--- config.mk ---
export PLATFORM = sky130hd
export DESIGN_NAME = interrupt_dispatch_nesting
export DESIGN_NICKNAME = d
export VERILOG_FILES = /design/src/common/intc_pkg.sv /design/src/verilog/ext_edge_detect.sv /design/src/verilog/interrupt_dispatch_nesting.sv
export SDC_FILE = /design/constraint.sdc
export NUM_CORES = 1
export LEC_CHECK = 0
export ABC_AREA = 1
export BUFFER_PORTS_ARGS = -buffer_cell sky130_fd_sc_hd__buf_2
export CORE_MARGIN = 3
export CORE_UTILIZATION = 47
export CTS_CLUSTER_DIAMETER = 40
export DETAILED_ROUTE_END_ITERATION = 10
export PLACE_DENSITY = 0.78
export SETUP_SLACK_MARGIN = 0.3
export SLEW_MARGIN = 10
export SYNTH_ARGS = -nofsm -noshare
export SYNTH_HDL_FRONTEND = slang
export SYNTH_HIERARCHICAL = 1
export SYNTH_SLANG_ARGS = --single-unit
--- constraint.sdc ---
create_clock -name hclk -period 8.01 [get_ports hclk]
set_input_delay 0.4005 -clock hclk [delete_from_list [all_inputs] [get_ports hclk]]
set_output_delay 0.4005 -clock hclk [all_outputs]
set_load 0.02 [all_outputs]
--- src/common/intc_pkg.sv ---
package intc_pkg;

  // ****************************************************************
  // register map (byte addresses, one word each)
  // ****************************************************************
  localparam logic [7:0] OFS_REQUEST_FLAG      = 8'h00;
  localparam logic [7:0] OFS_REQUEST_ENABLE    = 8'h04;
  localparam logic [7:0] OFS_SOURCE_PRIORITY   = 8'h08;
  localparam logic [7:0] OFS_INTERRUPT_CONTROL_ONE = 8'h0c;
  localparam logic [7:0] OFS_INTERRUPT_CONTROL_TWO = 8'h10;
  localparam logic [7:0] OFS_PROCESSOR_STATUS  = 8'h14;
  localparam logic [7:0] OFS_CORE_CONTROL      = 8'h18;
  localparam logic [7:0] OFS_DISPATCH_STATE    = 8'h1c;

  // ****************************************************************
  // field positions and reset values
  // ****************************************************************
  localparam int         NESTING_DISABLE_POS   = 15;
  localparam int         CPU_PRIORITY_LSB      = 5;
  localparam int         LEVEL_BIT3_POS        = 3;
  localparam int         PRIO_FIELD_STRIDE     = 4;
  localparam logic [2:0] PRIORITY_MASK_ALL     = 3'h7;
  localparam logic [2:0] PRIORITY_RESET        = 3'h0;
  localparam logic [2:0] SOURCE_PRIO_RESET     = 3'h4;
  localparam logic [1:0] RETURN_RESTORE_CYCLE  = 2'h1;
  localparam logic [1:0] RETURN_LAST_CYCLE     = 2'h3;

  localparam int PC_W  = 24;
  localparam int VEC_W = 7;

  typedef enum logic [5:0] {
    ST_IDLE   = 6'h01,
    ST_FINISH = 6'h02,
    ST_SAVE   = 6'h04,
    ST_VECTOR = 6'h08,
    ST_LOAD   = 6'h10,
    ST_RETURN = 6'h20
  } disp_state_t;

  typedef struct packed {
    logic             found;
    logic [VEC_W-1:0] idx;
    logic [2:0]       level;
  } win_t;

  // signals from the processor core, same clock
  typedef struct packed {
    logic            instr_last;
    logic            extra_stall;
    logic            return_start;
    logic [PC_W-1:0] pc;
    logic [7:0]      status_low;
    logic [PC_W-1:0] isr_addr;
    logic [PC_W-1:0] pop_pc;
    logic [7:0]      pop_status_low;
    logic            pop_level_bit3;
  } core_in_t;

  // signals to the processor core
  typedef struct packed {
    logic             nop_slot;
    logic             push_valid;
    logic [PC_W-1:0]  push_pc;
    logic [7:0]       push_status_low;
    logic             push_level_bit3;
    logic             vec_fetch;
    logic [VEC_W-1:0] vector_num;
    logic             pc_load;
    logic [PC_W-1:0]  pc_value;
    logic             resume;
  } core_out_t;

endpackage : intc_pkg

--- src/verilog/ext_edge_detect.sv ---
`timescale 1ns/100ps
module ext_edge_detect
  import intc_pkg::*;
#(
  parameter int N = 3
)(
  input  wire logic         hclk,
  input  wire logic         hresetn,
  input  wire logic         ce,
  input  wire logic [N-1:0] pin,
  input  wire logic [N-1:0] falling_sel,
  output logic      [N-1:0] edge_pulse
);

  // ****************************************************************
  // two-stage synchroniser, then one stage of history
  // ****************************************************************
  logic [N-1:0] meta_r;
  logic [N-1:0] sync_r;
  logic [N-1:0] prev_r;
  logic [2:0]   primed_r;

  always_ff @(posedge hclk or negedge hresetn)
  begin
    if (!hresetn)
    begin
      meta_r <= '0;
      sync_r <= '0;
      prev_r <= '0;
      primed_r <= 3'h0;
    end
    else if (ce)
    begin
      primed_r <= {primed_r[1:0], 1'b1};
      meta_r <= pin;
      sync_r <= meta_r;
      prev_r <= sync_r;
    end
  end

  // polarity bit low selects rising, high selects falling; no edge until
  // the history holds real pin samples, so a pin idling high after reset
  // gives no false edge
  always_comb
  begin
    for (int i = 0; i < N; i++)
      edge_pulse[i] = primed_r[2] &
                      (falling_sel[i] ? (prev_r[i] & ~sync_r[i])
                                      : (~prev_r[i] & sync_r[i]));
  end

endmodule : ext_edge_detect

--- src/verilog/interrupt_dispatch_nesting.sv ---
`timescale 1ns/100ps
module interrupt_dispatch_nesting
  import intc_pkg::*;
#(
  parameter int NUM_SRC = 8,
  parameter int NUM_EXT = 3
)(
  input  wire logic               hclk,
  input  wire logic               hresetn,
  input  wire logic               ce,
  input  wire logic               hsel,
  input  wire logic [31:0]        haddr,
  input  wire logic [1:0]         htrans,
  input  wire logic               hwrite,
  input  wire logic [2:0]         hsize,
  input  wire logic [31:0]        hwdata,
  input  wire logic               hready,
  output logic      [31:0]        hrdata,
  output logic                    hreadyout,
  output logic                    hresp,
  input  wire logic [NUM_SRC-1:0] periph_req,
  input  wire logic [NUM_EXT-1:0] ext_pin,
  input  wire core_in_t           core_i,
  output core_out_t               core_o,
  output logic                    wake,
  output logic                    conv_request
);

  // ****************************************************************
  // state
  // ****************************************************************
  logic [NUM_SRC-1:0]       request_flag_regs_r;
  logic [NUM_SRC-1:0]       request_enable_regs_r;
  logic [NUM_SRC-1:0][2:0]  source_prio_r;
  logic                     nesting_disable_r;
  logic [NUM_EXT-1:0]       ext_edge_polarity_sel_r;
  logic [2:0]               cpu_priority_field_r;
  logic [7:0]               status_low_r;
  logic                     priority_level_bit3_r;
  disp_state_t              state_r;
  disp_state_t              state_nxt;
  win_t                     acc_r;
  logic                     stall_r;
  logic [1:0]               ret_cnt_r;
  logic [NUM_EXT-1:0]       ext_edge;
  logic                     wr_pend_r;
  logic [7:0]               wr_addr_r;
  logic [7:0]               rd_addr_r;
  win_t                     win;
  logic [NUM_SRC-1:0]       active;
  logic                     beats;

  // ****************************************************************
  // helpers
  // ****************************************************************
  // fixed order inside a level: scanning upward and taking only a
  // strictly higher level leaves ties with the lowest vector
  function automatic win_t pick_winner(
    input logic [NUM_SRC-1:0]      req,
    input logic [NUM_SRC-1:0][2:0] prio
  );
    win_t w;
    w = '0;
    for (int i = 0; i < NUM_SRC; i++)
      if (req[i] && prio[i] > w.level)
      begin
        w.found = 1'b1;
        w.idx   = VEC_W'(i);
        w.level = prio[i];
      end
    return w;
  endfunction : pick_winner

  function automatic logic wr_hit(input logic [7:0] ofs);
    return wr_pend_r && (wr_addr_r == ofs);
  endfunction : wr_hit

  // ****************************************************************
  // external pins
  // ****************************************************************
  ext_edge_detect #(
    .N           (NUM_EXT)
  ) u_edge (
    .hclk        (hclk),
    .hresetn     (hresetn),
    .ce          (ce),
    .pin         (ext_pin),
    .falling_sel (ext_edge_polarity_sel_r),
    .edge_pulse  (ext_edge)
  );

  // ****************************************************************
  // arbitration
  // ****************************************************************
  // level 0 never beats anything, so it is effectively disabled
  assign active = request_flag_regs_r & request_enable_regs_r;
  assign win    = pick_winner(active, source_prio_r);
  // bit 3 set means trap level, above every user level
  assign beats  = win.found && !priority_level_bit3_r &&
                  (win.level > cpu_priority_field_r);

  // ****************************************************************
  // AHB-Lite slave
  // ****************************************************************
  // reads take one wait state so that a write just before them lands first
  always_ff @(posedge hclk or negedge hresetn)
  begin
    if (!hresetn)
    begin
      wr_pend_r <= 1'b0;
      wr_addr_r <= 8'h00;
      rd_addr_r <= 8'h00;
      hreadyout <= 1'b1;
      hrdata    <= 32'h0000_0000;
      hresp     <= 1'b0;
    end
    else if (ce)
    begin
      wr_pend_r <= hsel && htrans[1] && hready && hwrite;
      wr_addr_r <= haddr[7:0];
      hresp     <= 1'b0;
      if (!hreadyout)
      begin
        hreadyout <= 1'b1;
        unique case (rd_addr_r)
          OFS_REQUEST_FLAG:
            hrdata <= 32'(request_flag_regs_r);
          OFS_REQUEST_ENABLE:
            hrdata <= 32'(request_enable_regs_r);
          OFS_SOURCE_PRIORITY:
          begin
            hrdata <= 32'h0000_0000;
            for (int i = 0; i < NUM_SRC; i++)
              hrdata[i*PRIO_FIELD_STRIDE +: 3] <= source_prio_r[i];
          end
          OFS_INTERRUPT_CONTROL_ONE:
            hrdata <= 32'(nesting_disable_r) << NESTING_DISABLE_POS;
          OFS_INTERRUPT_CONTROL_TWO:
            hrdata <= 32'(ext_edge_polarity_sel_r);
          OFS_PROCESSOR_STATUS:
            hrdata <= 32'({cpu_priority_field_r, status_low_r[4:0]});
          OFS_CORE_CONTROL:
            hrdata <= 32'(priority_level_bit3_r) << LEVEL_BIT3_POS;
          OFS_DISPATCH_STATE:
            hrdata <= {14'h0000, state_r, win.found, win.level, win.idx,
                       1'b0};
          default:
            hrdata <= 32'h0000_0000;
        endcase
      end
      else if (hsel && htrans[1] && hready && !hwrite)
      begin
        hreadyout <= 1'b0;
        rd_addr_r <= haddr[7:0];
      end
    end
  end

  // ****************************************************************
  // request flags and control registers
  // ****************************************************************
  // a hardware set in the same cycle as a software write wins
  always_ff @(posedge hclk or negedge hresetn)
  begin
    if (!hresetn)
      request_flag_regs_r <= '0;
    else if (ce)
      request_flag_regs_r <= (wr_hit(OFS_REQUEST_FLAG) ?
                              hwdata[NUM_SRC-1:0] : request_flag_regs_r)
                             | periph_req
                             | NUM_SRC'(ext_edge);
  end

  always_ff @(posedge hclk or negedge hresetn)
  begin
    if (!hresetn)
    begin
      request_enable_regs_r   <= '0;
      source_prio_r           <= {NUM_SRC{SOURCE_PRIO_RESET}};
      nesting_disable_r       <= 1'b0;
      ext_edge_polarity_sel_r <= '0;
    end
    else if (ce)
    begin
      if (wr_hit(OFS_REQUEST_ENABLE))
        request_enable_regs_r <= hwdata[NUM_SRC-1:0];
      if (wr_hit(OFS_SOURCE_PRIORITY))
        for (int i = 0; i < NUM_SRC; i++)
          source_prio_r[i] <= hwdata[i*PRIO_FIELD_STRIDE +: 3];
      if (wr_hit(OFS_INTERRUPT_CONTROL_ONE))
        nesting_disable_r <= hwdata[NESTING_DISABLE_POS];
      if (wr_hit(OFS_INTERRUPT_CONTROL_TWO))
        ext_edge_polarity_sel_r <= hwdata[NUM_EXT-1:0];
    end
  end

  // ****************************************************************
  // processor level: hardware updates win over software writes
  // ****************************************************************
  always_ff @(posedge hclk or negedge hresetn)
  begin
    if (!hresetn)
    begin
      cpu_priority_field_r  <= PRIORITY_RESET;
      status_low_r          <= 8'h00;
      priority_level_bit3_r <= 1'b0;
    end
    else if (ce)
    begin
      if (state_r == ST_SAVE && state_nxt == ST_VECTOR)
        cpu_priority_field_r <= nesting_disable_r ? PRIORITY_MASK_ALL
                                                  : acc_r.level;
      else if (state_r == ST_RETURN && ret_cnt_r == RETURN_RESTORE_CYCLE)
      begin
        cpu_priority_field_r  <= core_i.pop_status_low[7:5];
        status_low_r          <= core_i.pop_status_low;
        priority_level_bit3_r <= core_i.pop_level_bit3;
      end
      else if (wr_hit(OFS_PROCESSOR_STATUS))
      begin
        status_low_r <= hwdata[7:0];
        if (!nesting_disable_r)
          cpu_priority_field_r <= hwdata[7:5];
      end
      // the core control word has no writable bit here
    end
  end

  // ****************************************************************
  // dispatch sequencer
  // ****************************************************************
  // nesting off pins the level at 7 while in a routine, so levels
  // then decide only between requests that are pending together
  always_comb
  begin
    state_nxt = state_r;
    unique case (state_r)
      ST_IDLE:
        if (core_i.return_start)
          state_nxt = ST_RETURN;
        else if (beats)
          state_nxt = ST_FINISH;
      ST_FINISH:
        if (core_i.instr_last)
          state_nxt = ST_SAVE;
      ST_SAVE:
        if (!stall_r)
          state_nxt = ST_VECTOR;
      ST_VECTOR:
        state_nxt = ST_LOAD;
      ST_LOAD:
        state_nxt = ST_IDLE;
      ST_RETURN:
        if (ret_cnt_r == RETURN_LAST_CYCLE)
          state_nxt = ST_IDLE;
      default:
        state_nxt = ST_IDLE;
    endcase
  end

  always_ff @(posedge hclk or negedge hresetn)
  begin
    if (!hresetn)
    begin
      state_r   <= ST_IDLE;
      acc_r     <= '0;
      stall_r   <= 1'b0;
      ret_cnt_r <= 2'h0;
    end
    else if (ce)
    begin
      state_r <= state_nxt;
      if (state_r == ST_IDLE && state_nxt == ST_FINISH)
        acc_r <= win;
      if (state_r == ST_FINISH)
        stall_r <= core_i.extra_stall;
      else if (state_r == ST_SAVE)
        stall_r <= 1'b0;
      if (state_r == ST_RETURN)
        ret_cnt_r <= ret_cnt_r + 2'h1;
      else
        ret_cnt_r <= 2'h0;
    end
  end

  // ****************************************************************
  // core outputs, registered so each stands for its own cycle
  // ****************************************************************
  always_ff @(posedge hclk or negedge hresetn)
  begin
    if (!hresetn)
      core_o <= '0;
    else if (ce)
    begin
      core_o.push_valid <= state_r == ST_FINISH && state_nxt == ST_SAVE;
      core_o.nop_slot   <= state_nxt == ST_SAVE || state_nxt == ST_LOAD ||
                           (state_r == ST_RETURN &&
                            ret_cnt_r == RETURN_RESTORE_CYCLE);
      core_o.vec_fetch  <= state_nxt == ST_VECTOR &&
                           state_r == ST_SAVE;
      core_o.pc_load    <= (state_r == ST_VECTOR) ||
                           (state_r == ST_RETURN &&
                            ret_cnt_r == RETURN_RESTORE_CYCLE);
      core_o.resume     <= state_r == ST_RETURN &&
                           state_nxt == ST_IDLE;
      if (state_r == ST_FINISH && state_nxt == ST_SAVE)
      begin
        core_o.push_pc         <= core_i.pc;
        // the level bits ride in the pushed byte so the return can
        // restore the level that was current before this entry
        core_o.push_status_low <= {cpu_priority_field_r,
                                   core_i.status_low[4:0]};
        core_o.push_level_bit3 <= priority_level_bit3_r;
      end
      if (state_r == ST_SAVE)
        core_o.vector_num <= acc_r.idx;
      if (state_r == ST_VECTOR)
        core_o.pc_value <= core_i.isr_addr;
      else if (state_r == ST_RETURN && ret_cnt_r == RETURN_RESTORE_CYCLE)
        core_o.pc_value <= core_i.pop_pc;
    end
  end

  // wake ignores the cpu level; the core decides on resume or entry
  always_ff @(posedge hclk or negedge hresetn)
  begin
    if (!hresetn)
    begin
      wake         <= 1'b0;
      conv_request <= 1'b0;
    end
    else if (ce)
    begin
      wake         <= win.found;
      conv_request <= ext_edge[0];
    end
  end
endmodule : interrupt_dispatch_nesting

* Word level (Yosys, flattened, before mapping)
Cells that the tools add are included.
** Operators by class
- Bitwise logic cells :: 20
- Equal/unequal tests :: 25
- Add/sub/neg operators :: 1
- Reductions and logical operators :: 50
- Mux-type cells :: 33
- $lt $le $gt $ge :: 9
** Operators with widths (count)
- $pmux W31 S8 :: 1
- $mux W11 :: 8
- $eq A8 B5 Y1 const B :: 6
- $mux W24 :: 2
- $eq A8 B4 Y1 const B :: 4
- $mux W6 :: 5
- $pmux W6 S5 :: 1
- $logic_and A1 B1 Y1 :: 25
- $gt A3 B3 Y1 :: 8
- $reduce_and A2 Y1 :: 10
- $eq A8 B3 Y1 const B :: 2
- $logic_not A8 Y1 :: 2
- $mux W3 :: 5
- $eq A6 B1 Y1 const B :: 2
- $eq A6 B2 Y1 const B :: 2
- $eq A6 B3 Y1 const B :: 2
- $eq A6 B4 Y1 const B :: 2
- $reduce_and A3 Y1 :: 4
- $mux W5 :: 2
- $and A1 B1 Y1 :: 9
- $and A8 B8 Y8 :: 1
- $mux W8 :: 1
- $not A1 Y1 :: 8
- $or A8 B3 Y8 :: 1
- other kinds (14) :: 25
** Storage, ports and cells
- Output and inout bits :: 105
- Input bits :: 178
- Flip-flop bits (word level) :: 205

* Longest topological paths before layout
Gate-level depths: netlist of the first run.
- Depth in word-level cells :: 33
- Mapped depth :: 67
- Mapped depth without buffers :: 67

* Modules after synthesis
Netlist of the first run, hierarchy kept.
** Modules (own cells, without submodules)
- interrupt_dispatch_nesting :: area each 8901.0 µm², instances 1, cells each 1013
- ext_edge_detect :: area each 511.7 µm², instances 1, cells each 63

* Worst setup path after synthesis of the first run
Ideal clock, no wire load.
- Path kind :: flip-flop to flip-flop
- Start point :: register source_prio_r[2] in the netlist's numbering
- End point :: register acc_r[3] in the netlist's numbering
- Clock period less this slack :: 8.152 ns
- Setup time :: 0.118 ns
- Cell stages (with the launch flop) :: 57
- Path buffers :: 0
- Required time :: 7.892 ns
- Arrival :: 8.034 ns
- Setup slack :: -0.142 ns
- Cell sequence :: dfstp_2 -> inv_1 -> nand3_1 -> nand2_1 -> nor2_1 -> inv_1 -> ha_1 -> nand3_1 -> nand2_2 -> nand2_4 -> o21ai_0 -> ha_1 -> o21ai_0 -> nand3_2 -> nand3_2 -> nand2_2 -> o21ai_0 -> ha_1 -> [21 not listed] -> nand2_4 -> nand3_1 -> o21ai_0 -> ha_1 -> nand2_1 -> o21ai_0 -> nand2_1 -> o21ai_0 -> inv_1 -> ha_1 -> nand2_1 -> inv_1 -> nand3_1 -> nand3_4 -> nand2_2 -> nand4_4 -> nand2_1 -> nand2_1
** RTL lines
- from (decl) :: RTL line interrupt_dispatch_nesting.sv:34 : logic [NUM_SRC-1:0][2:0] source_prio_r;
- from (signal assigned) :: RTL line interrupt_dispatch_nesting.sv:179 : source_prio_r <= {NUM_SRC{SOURCE_PRIO_RESET}};
- from (signal, indexed assignment) :: RTL line interrupt_dispatch_nesting.sv:189 : source_prio_r[i] <= hwdata[i*PRIO_FIELD_STRIDE +: 3];
- to (signal assigned) :: RTL line interrupt_dispatch_nesting.sv:274 : acc_r <= win;
- to (decl) :: RTL line interrupt_dispatch_nesting.sv:42 : win_t acc_r;

==> results of run 1 <==
==> worst max path at each step <==
stage	startpoint	endpoint	slack, ns	cells after the start
2_1_floorplan	source_prio_r[2]$_DFFE_PN1P_	acc_r[3]$_DFFE_PN0P_	0.30	58
5_1_grt	source_prio_r[2]$_DFFE_PN1P_	acc_r[2]$_DFFE_PN0P_	-0.14	66
4_1_cts	source_prio_r[2]$_DFFE_PN1P_	acc_r[1]$_DFFE_PN0P_	0.18	64
3_5_place_dp	source_prio_r[2]$_DFFE_PN1P_	acc_r[3]$_DFFE_PN0P_	-0.21	60
6_report	source_prio_r[2]$_DFFE_PN1P_	acc_r[1]$_DFFE_PN0P_	0.21	62
3_3_place_gp	source_prio_r[2]$_DFFE_PN1P_	acc_r[0]$_DFFE_PN0P_	0.06	59
==> state kept, by name (all words and copies together), names as in the netlist, 5 cells and up <==
register	count
state_r	6
request_enable_regs_r	8
source_prio_r	24
acc_r	6
wr_addr_r	8
core_o	65
request_flag_regs_r	8
status_low_r	5
hrdata	28
rd_addr_r	8
==> logic make-up after synthesis <==
family	count (synthesis)
simple gates	416
compound gates	229
flops	193
buf+inv	185
mux	37
fa+ha+maj	15
other cells	1
==> worst reg2reg max path: cells and delay by family, from the launching register on <==
family          cells  cell delay (ns)
buf+inv            17             1.82
simple gates       28             2.32
compound gates     11             1.51
fa+ha+maj           6             1.53
flops               1             0.54
==> where the power goes <==
group          internal (uW)  switching, uW
Clock                    519            362
Combinational            193            348
Sequential              1090           66.5
Total                   1800            777
==> placed cells by master, fill, tap and decap left out, drive strengths merged, types with 5 or more instances in the layout <==
master,count
buf,303
nand2,287
nor3,11
a21oi,35
dfstp,10
o221ai,9
o21ai,146
nand3,49
o211ai,12
a221oi,5
inv,141
a31oi,5
ha,15
dfrtp,183
conb,9
mux2,37
nor2,49
nor4,6
clkbuf,25
o22ai,7
nand4,13
==> what timing repair did <==
item                                    4_1_cts  5_1_grt
buffers inserted                             29        9
hold buffers                                  0        0
endpoints found under the setup margin        9       17
gates resized for setup                      44       37
pin swaps                                    50       44
cloned                                        0        0
==> per-stage QoR <==
stage	instance area [um2]	power, uW	utilization
6_report	12260	2576	0.6257
5_1_grt	12260	2707	0.6257
4_1_cts	11990	2582	0.6119
3_5_place_dp	10990	1677	0.5609
3_3_place_gp	10990	1660	0.5609
2_1_floorplan	9447	1469	-
==> final cells by class <==
type / instances / area [um2] / area share
multi-input cells: 706 / 4237 / 0.3456
clock inverters: 8 / 127.6 / 0.01041
well taps: 265 / 331.6 / 0.02705
clock buffers: 24 / 481.7 / 0.03930
repair buffers: 304 / 1709 / 0.1394
inverters: 140 / 529.3 / 0.04318
flip-flops and latches: 193 / 4842 / 0.3950
==> routing by layer <==
| layer | global-route usage | up-vias | wire [um] | part of all wire |
|---|---|---|---|---|
| li1 | - | 4093 | - | - |
| met1 | 0.3101 | 3939 | 10640 | 0.41 |
| met2 | 0.3808 | 315 | 12300 | 0.48 |
| met3 | 0.05242 | 56 | 1841 | 0.072 |
| met4 | 0.07968 | 6 | 837 | 0.033 |
| met5 | 0 | - | 48 | 0.0019 |
==> results.cfg, run 1 <==
[synthesis]
synth_edf_count = 0
synth_cells = 1076
synthesis.area_um2 = 9413
yosysUniqueCellTypes = 44
yosysSeqAreaShare = 0.5144
synthTopCellsByArea = dfrtp_1 (49%), nand2_1 (11%), o21ai_0 (7.6%), inv_1 (5.3%), mux2_2 (4.4%)
synth_most_common_cell = nand2_1
synthMuxAreaShare = 0.04426
ys.flop_type = dfrtp_1
synth_top_family_by_area = simple AND/OR/NAND/NOR gates
synth-xor-area-share = 0
synth_compound_area_frac = 0.1428
synth_top_area_cell = dfrtp_1
yosysTopAreaCellShare = 0.4865
yosys.area_share.simple = 0.1994
yosys_warnings = 6
synth_seq_cells = 193
synthArstFlopShare = 1.000
synth.avg_cell_area_um2 = 8.748
yosys-top-cells-count = nand2_1 (267), dfrtp_1 (183), o21ai_0 (142)
synthAdderAreaFrac = 0.01994

[worst_setup_path]
critPathKind = flop to flop
path_common_cell = nand2_4
crit_path_max_incr_delay_ns = 0.54
cp_top_family = simple AND/OR/NAND/NOR gates
path_buf_inv = 17
crit_required_ns = 8.33
reg2reg_setup_slack_ns = 0.21
rr_worst_depth = 62
cp.arrival_ns = 8.12
path_max_fanout = 6
cp-end-kind = flop
worst_path_max_delay_cell = dfstp_2
rr_startpoint = source_prio_r[2]$_DFFE_PN1P_
critPathLaunchType = flop
rr_endpoint = acc_r[1]$_DFFE_PN0P_

[clock_tree]
clockBufferDepth = 2
cts_htree_levels = 4
cts.sinks = 193
cts_tree = built
root_buffer = clkbuf_16
clkTransAtPathRegs_ns = 0.07
worstSkewPairLatency_ns = 0.43
cts_made_buffers = 17

[place]
place_ws_ns = -0.2062
place_hpwl_mm = 18.04
dp.cells = 1570
port_buffers = 237
place_congestion = 0.8754

[floorplanning]
die-area_um2 = 21760
core_area_um2 = 19590
die_height_um = 147.5
io_pins = 283
start_util = 0.4805
placementRows = 51
fp.dieW_um = 147.5

[detailed_routing]
drtPass1Iterations = 5
ant_nets = 0
drcViolationCount = 0
wl_per_cell_um = 15.65
drtIter0Drc = 571
via_count = 8409
viasPerCell = 5.127
wl_mm = 25.67

[global_routing]
grt_pass1_vias = 8280
grt_max_degree = 109
track_usage = 0.2333
grt_pass1_wl_mm = 41.10
globalRoute.totalOverflow = 0
grt_antenna_before_repair = 3

[timing]
slew_viol_final = 0
fin_ws_ns = 0.2135
slew_headroom = 0.2444
finalCritPeriodShare = 0.9733
rsz0062_at_grt = true
worst_pin_slew_ns = 1.124
fin_setup_tns_ns = 0
whs_ns = 0.08636
fin_crit_ns = 7.796
hold_viol = 0
max_freq_mhz = 128.3
finalClockSkew_ns = 0.01195
setup_viol = 0

[pwr]
ir_drop_v = 0.0001614
power_density_nw_per_um2 = 210.1
p_leak_uw = 0.006683

[hold_path]
min_path_type = primary input to asynchronous set/reset pin

[final_layout]
layout-drive-gt1-share = 0.3571
fillers = 1663
layout.nets = 1555
fin_cells = 1640
antenna_cells = 0
syn2layout_area_growth_pct = 30.23

[run_status]
status = complete, no violations

[job]
cap_violations = 0
(Power assumes the default switching activity.)
==> run 2: changes to the inputs <==
--- a/config.mk
+++ b/config.mk
@@ -11,7 +11,7 @@
 export CORE_UTILIZATION = 47
 export CTS_CLUSTER_DIAMETER = 40
 export DETAILED_ROUTE_END_ITERATION = 10
-export PLACE_DENSITY = 0.78
+export PLACE_DENSITY_LB_ADDON = 0.2
 export SETUP_SLACK_MARGIN = 0.3
 export SLEW_MARGIN = 10
 export SYNTH_ARGS = -nofsm -noshare
==> results.cfg, run 2 (same netlist as run 1, synthesis figures left out) <==
[place]
port_buffers = 237
place_congestion = 0.8751
place_ws_ns = -0.2627
place_hpwl_mm = 18.17

[detailed_routing]
wl_mm = 26.37
drtPass1Iterations = 5
wl_per_cell_um = 16.08
drtIter0Drc = 511
viasPerCell = 5.118
via_count = 8393
ant_nets = 0
drcViolationCount = 0

[final_layout]
antenna_cells = 0
reg_top3 = core_o (65), hrdata (28), source_prio_r (24)
syn2layout_area_growth_pct = 31.44
regMostFlops = core_o
final_util = 0.6315
largest_reg_flops = 65
mostFrequentLayoutCell = nand2_1
layout.nets = 1556
mostFrequentLayoutCells = nand2_1 (251), buf_2 (236), dfrtp_1 (183)
layout-drive-gt1-share = 0.3622
fillers = 1681

[timing]
fin_setup_tns_ns = 0
fin_crit_ns = 7.854
slew_headroom = 0.2449
max_freq_mhz = 127.3
finalCritPeriodShare = 0.9805
rsz0062_at_grt = true
hold_viol = 0
worst_pin_slew_ns = 1.123
fin_ws_ns = 0.1563
whs_ns = 0.04821
setup_viol = 0
slew_viol_final = 0
finalClockSkew_ns = 0.01363

[job]
cap_violations = 0

[floorplanning]
core_area_um2 = 19590
io_pins = 283
placementRows = 51
start_util = 0.4805
fp.dieW_um = 147.5
die-area_um2 = 21760
die_height_um = 147.5

[global_routing]
grtUsageMet2 = 0.3969
grt_pass1_vias = 8315
grt_antenna_before_repair = 3
gr-max-usage-layer = met2
grtUsageMet3 = 0.05395
track_usage = 0.2384
globalRoute.totalOverflow = 0
met1_usage = 0.3113
grt_pass1_wl_mm = 41.80
grt_max_degree = 117

[clock_tree]
root_buffer = clkbuf_16
clkTransAtPathRegs_ns = 0.07
cts_made_buffers = 17
clockBufferDepth = 2
worstSkewPairLatency_ns = 0.43
cts_htree_levels = 4
cts.sinks = 193
cts_tree = built
cts_hold_buffers = 0

[hold_path]
min_path_type = primary input to asynchronous set/reset pin

[run_status]
status = complete, no violations

[worst_setup_path]
rr_startpoint = source_prio_r[2]$_DFFE_PN1P_
crit_path_max_incr_delay_ns = 0.54
critPathLaunchType = flop
reg2reg_setup_slack_ns = 0.16
path_buf_inv = 5
crit_required_ns = 8.33
worst_path_max_delay_cell = dfstp_2
cp.arrival_ns = 8.17
cp_top_family = simple AND/OR/NAND/NOR gates
path_common_cell = nand2_4
rr_worst_depth = 59
path_max_fanout = 6
critPathKind = flop to flop
rr_endpoint = acc_r[5]$_DFFE_PN0P_
cp-end-kind = flop

[pwr]
ir_drop_v = 0.0001698
p_leak_uw = 0.006730
power_density_nw_per_um2 = 213.9
## run 2: cell types whose count changed in the layout (fill, tap and decap cells not counted), sizes merged
cell,change
clkbuf,-5
clkinv,+1
inv,+1
buf,+1
bufinv,+2
## run 2: timing repair
| action | CTS | global route |
|---|---|---|
| setup endpoints to repair | 9 | 16 |
| buffers inserted | 25 | 12 |
| gates resized for setup | 48 | 39 |
| pin swaps | 54 | 47 |
## run 2: power by group
group	switching, uW	leakage [uW]	internal, uW
clock	382	0.000312	564
combinational	354	0.00399	195
sequential	64.3	0.00243	1090
total	800	0.00673	1850
## run 2: worst register-to-register path: cells and delay by family, from the launching register on
family                     cells  cell delay, ns
and+or+nand+nor               33            2.90
DFF                            1            0.54
adders and majority gates      8            1.98
AOI/OAI and AO/OA             13            2.03
buffers and inverters          5            0.30
## run 2: worst max-delay path by stage
stage	depth (start not counted)	end	from
3_3_place_gp	59	acc_r[3]$_DFFE_PN0P_	source_prio_r[2]$_DFFE_PN1P_
5_1_grt	61	state_r[5]$_DFFE_PN0P_	source_prio_r[2]$_DFFE_PN1P_
2_1_floorplan	58	acc_r[3]$_DFFE_PN0P_	source_prio_r[2]$_DFFE_PN1P_
6_report	59	acc_r[5]$_DFFE_PN0P_	source_prio_r[2]$_DFFE_PN1P_
3_5_place_dp	60	acc_r[5]$_DFFE_PN0P_	source_prio_r[2]$_DFFE_PN1P_
4_1_cts	63	acc_r[1]$_DFFE_PN0P_	source_prio_r[2]$_DFFE_PN1P_
## run 2: final cells by class
type                            instances  area, um2  area share
Tap cell                              265      331.6     0.02680
Clock inverter                         12      203.9     0.01648
Inverter                              140      529.3     0.04278
Clock buffer                           19      442.9     0.03580
Timing Repair Buffer                  305       1705      0.1378
Sequential cell                       193       4842      0.3914
Multi-Input combinational cell        706       4317      0.3489
## run 2: per-layer routing
| layer | share of wire | up-vias | routed length, um |
|---|---|---|---|
| met3 | 0.060 | 67 | 1593 |
| met1 | 0.42 | 3942 | 11180 |
| met2 | 0.48 | 287 | 12770 |
| met5 | 0.0013 | - | 35 |
| li1 | - | 4091 | - |
| met4 | 0.030 | 6 | 787 |
## run 2: through the flow
stage	cell area, um2	cells	power, uW
global placement	11000	1572	1663
CTS	12050	1628	2644
finish	12370	1640	2646
detailed placement	11000	1572	1680
floorplan	9447	1084	1469
global route	12370	1640	2779
==> run 3: changes to the inputs <==
--- a/config.mk
+++ b/config.mk
@@ -7,10 +7,13 @@
 export LEC_CHECK = 0
 export ABC_AREA = 1
 export BUFFER_PORTS_ARGS = -buffer_cell sky130_fd_sc_hd__buf_2
+export CORE_ASPECT_RATIO = 0.8
 export CORE_MARGIN = 3
-export CORE_UTILIZATION = 47
+export CORE_UTILIZATION = 48
+export CTS_BUF_LIST = sky130_fd_sc_hd__clkbuf_8
 export CTS_CLUSTER_DIAMETER = 40
 export DETAILED_ROUTE_END_ITERATION = 10
+export HOLD_SLACK_MARGIN = 0.1
 export PLACE_DENSITY_LB_ADDON = 0.2
 export SETUP_SLACK_MARGIN = 0.3
 export SLEW_MARGIN = 10
==> results.cfg, run 3 (same netlist as run 1, synthesis figures left out) <==
[detailed_routing]
via_count = 8265
wl_per_cell_um = 15.73
drtPass1Iterations = 6
drcViolationCount = 0
ant_nets = 0
wl_mm = 25.42
viasPerCell = 5.114
drtIter0Drc = 519

[clock_tree]
cts_htree_levels = 4
cts_tree = built
cts.sinks = 193
clockBufferDepth = 2
root_buffer = clkbuf_8
cts_made_buffers = 17
clkTransAtPathRegs_ns = 0.10
worstSkewPairLatency_ns = 0.48

[timing]
finalClockSkew_ns = 0.01583
setup_viol = 0
finalCritPeriodShare = 0.9774
slew_viol_final = 0
slew_headroom = 0.2367
hold_viol = 0
whs_ns = 0.1257
worst_pin_slew_ns = 1.144
max_freq_mhz = 127.7
fin_crit_ns = 7.829
fin_setup_tns_ns = 0
rsz0062_at_grt = true

[global_routing]
grt_antenna_before_repair = 0
track_usage = 0.2297
globalRoute.totalOverflow = 0
grt_pass1_vias = 7671
grt_max_degree = 117
grt_pass1_wl_mm = 39.36

[run_status]
status = complete, no violations

[floorplanning]
placementRows = 45
fp.dieW_um = 162.6
die-area_um2 = 21340
die_height_um = 131.3
io_pins = 283
core_area_um2 = 19090
start_util = 0.4931

[place]
place_hpwl_mm = 18.00
place_area_um2 = 10990
place_congestion = 0.8710
port_buffers = 237

[final_layout]
layout-drive-gt1-share = 0.3520
mostFrequentLayoutCell = nand2_1
syn2layout_area_growth_pct = 27.42
largest_reg_flops = 65
design_area_um2 = 11990
reg_top3 = core_o (65), hrdata (28), source_prio_r (24)
mostFrequentLayoutCells = nand2_1 (253), buf_2 (236), dfrtp_1 (183)
regMostFlops = core_o
antenna_cells = 0
layout.nets = 1538
fillers = 1665

[pwr]
power_density_nw_per_um2 = 196.8
ir_drop_v = 0.0001288
p_leak_uw = 0.006533

[worst_setup_path]
cp-end-kind = flop
critPathLaunchType = flop
path_common_cell = nand2_4
critPathKind = flop to flop
path_max_fanout = 6
crit_required_ns = 8.43
cp.arrival_ns = 8.24
crit_path_max_incr_delay_ns = 0.54
worst_path_max_delay_cell = dfstp_2

[job]
cap_violations = 0

[hold_path]
min_path_type = primary input to flop
[run 3: area by class of cell]
class / count / area [um2] / share of cell area
clock buffers: 18 / 247.7 / 0.02066
clock inverters: 14 / 165.2 / 0.01377
inverters: 140 / 529.3 / 0.04413
multi-input cells: 706 / 4309 / 0.3593
flip-flops and latches: 193 / 4842 / 0.4037
well taps: 258 / 322.8 / 0.02691
repair buffers: 287 / 1578 / 0.1315
[run 3: path summary, 6_finish.rpt]
path	from	endpoint	slack, ns	cells past startpoint
max in group asynchronous	hresetn	stall_r$_DFFE_PN0P_	5.98	3
min	ext_pin[1]	u_edge/meta_r[1]$_DFFE_PN0P_	0.13	3
min in group asynchronous	hresetn	hrdata[20]$_DFFE_PN0P_	0.56	2
max reg2reg	source_prio_r[2]$_DFFE_PN1P_	acc_r[3]$_DFFE_PN0P_	0.18	56
min reg2reg	u_edge/primed_r[0]$_DFFE_PN0P_	u_edge/primed_r[0]$_DFFE_PN0P_	0.47	2
max	source_prio_r[2]$_DFFE_PN1P_	acc_r[3]$_DFFE_PN0P_	0.18	56
[run 3: routing by layer]
| metal | GRT usage | wire, um | vias up |
|---|---|---|---|
| met5 | 0 | 0 | - |
| met4 | 0.05683 | 552 | 0 |
| met3 | 0.03750 | 1643 | 37 |
| met2 | 0.3518 | 11350 | 279 |
| met1 | 0.3427 | 11870 | 3899 |
| li1 | - | - | 4050 |
[run 3: worst max-delay path: cells and delay by family, from the launching register on]
family	cells	cell delay [ns]
adders and majority gates	8	2.06
DFF	1	0.54
and+or+nand+nor	28	2.49
buffers and inverters	6	0.45
AOI/OAI and AO/OA	14	2.21
[run 3: timing repair]
item / in CTS / in global routing
buffers inserted: 6 / 10
pin swaps: 31 / 48
hold buffers: 3 / 0
gates resized for setup: 34 / 53
setup endpoints to repair: 9 / 14
hold endpoints to repair: 40 / 0
[run 3: where the power goes]
group | internal (uW) | switching (uW)
logic | 190 | 350
clock network | 296 | 375
registers | 1090 | 63.0
total | 1570 | 788
[run 3: metrics by stage]
step           setup WS [ns]  utilization  std cells  total power, uW
6_report              0.1809       0.6284       1616             2360
5_1_grt              -0.2288       0.6284       1616             2491
4_1_cts               0.2517       0.6091       1606             2351
3_5_place_dp         -0.3254       0.5760       1565             1675
3_3_place_gp         0.01901       0.5760       1565             1663
2_1_floorplan         0.3011            -       1084             1469
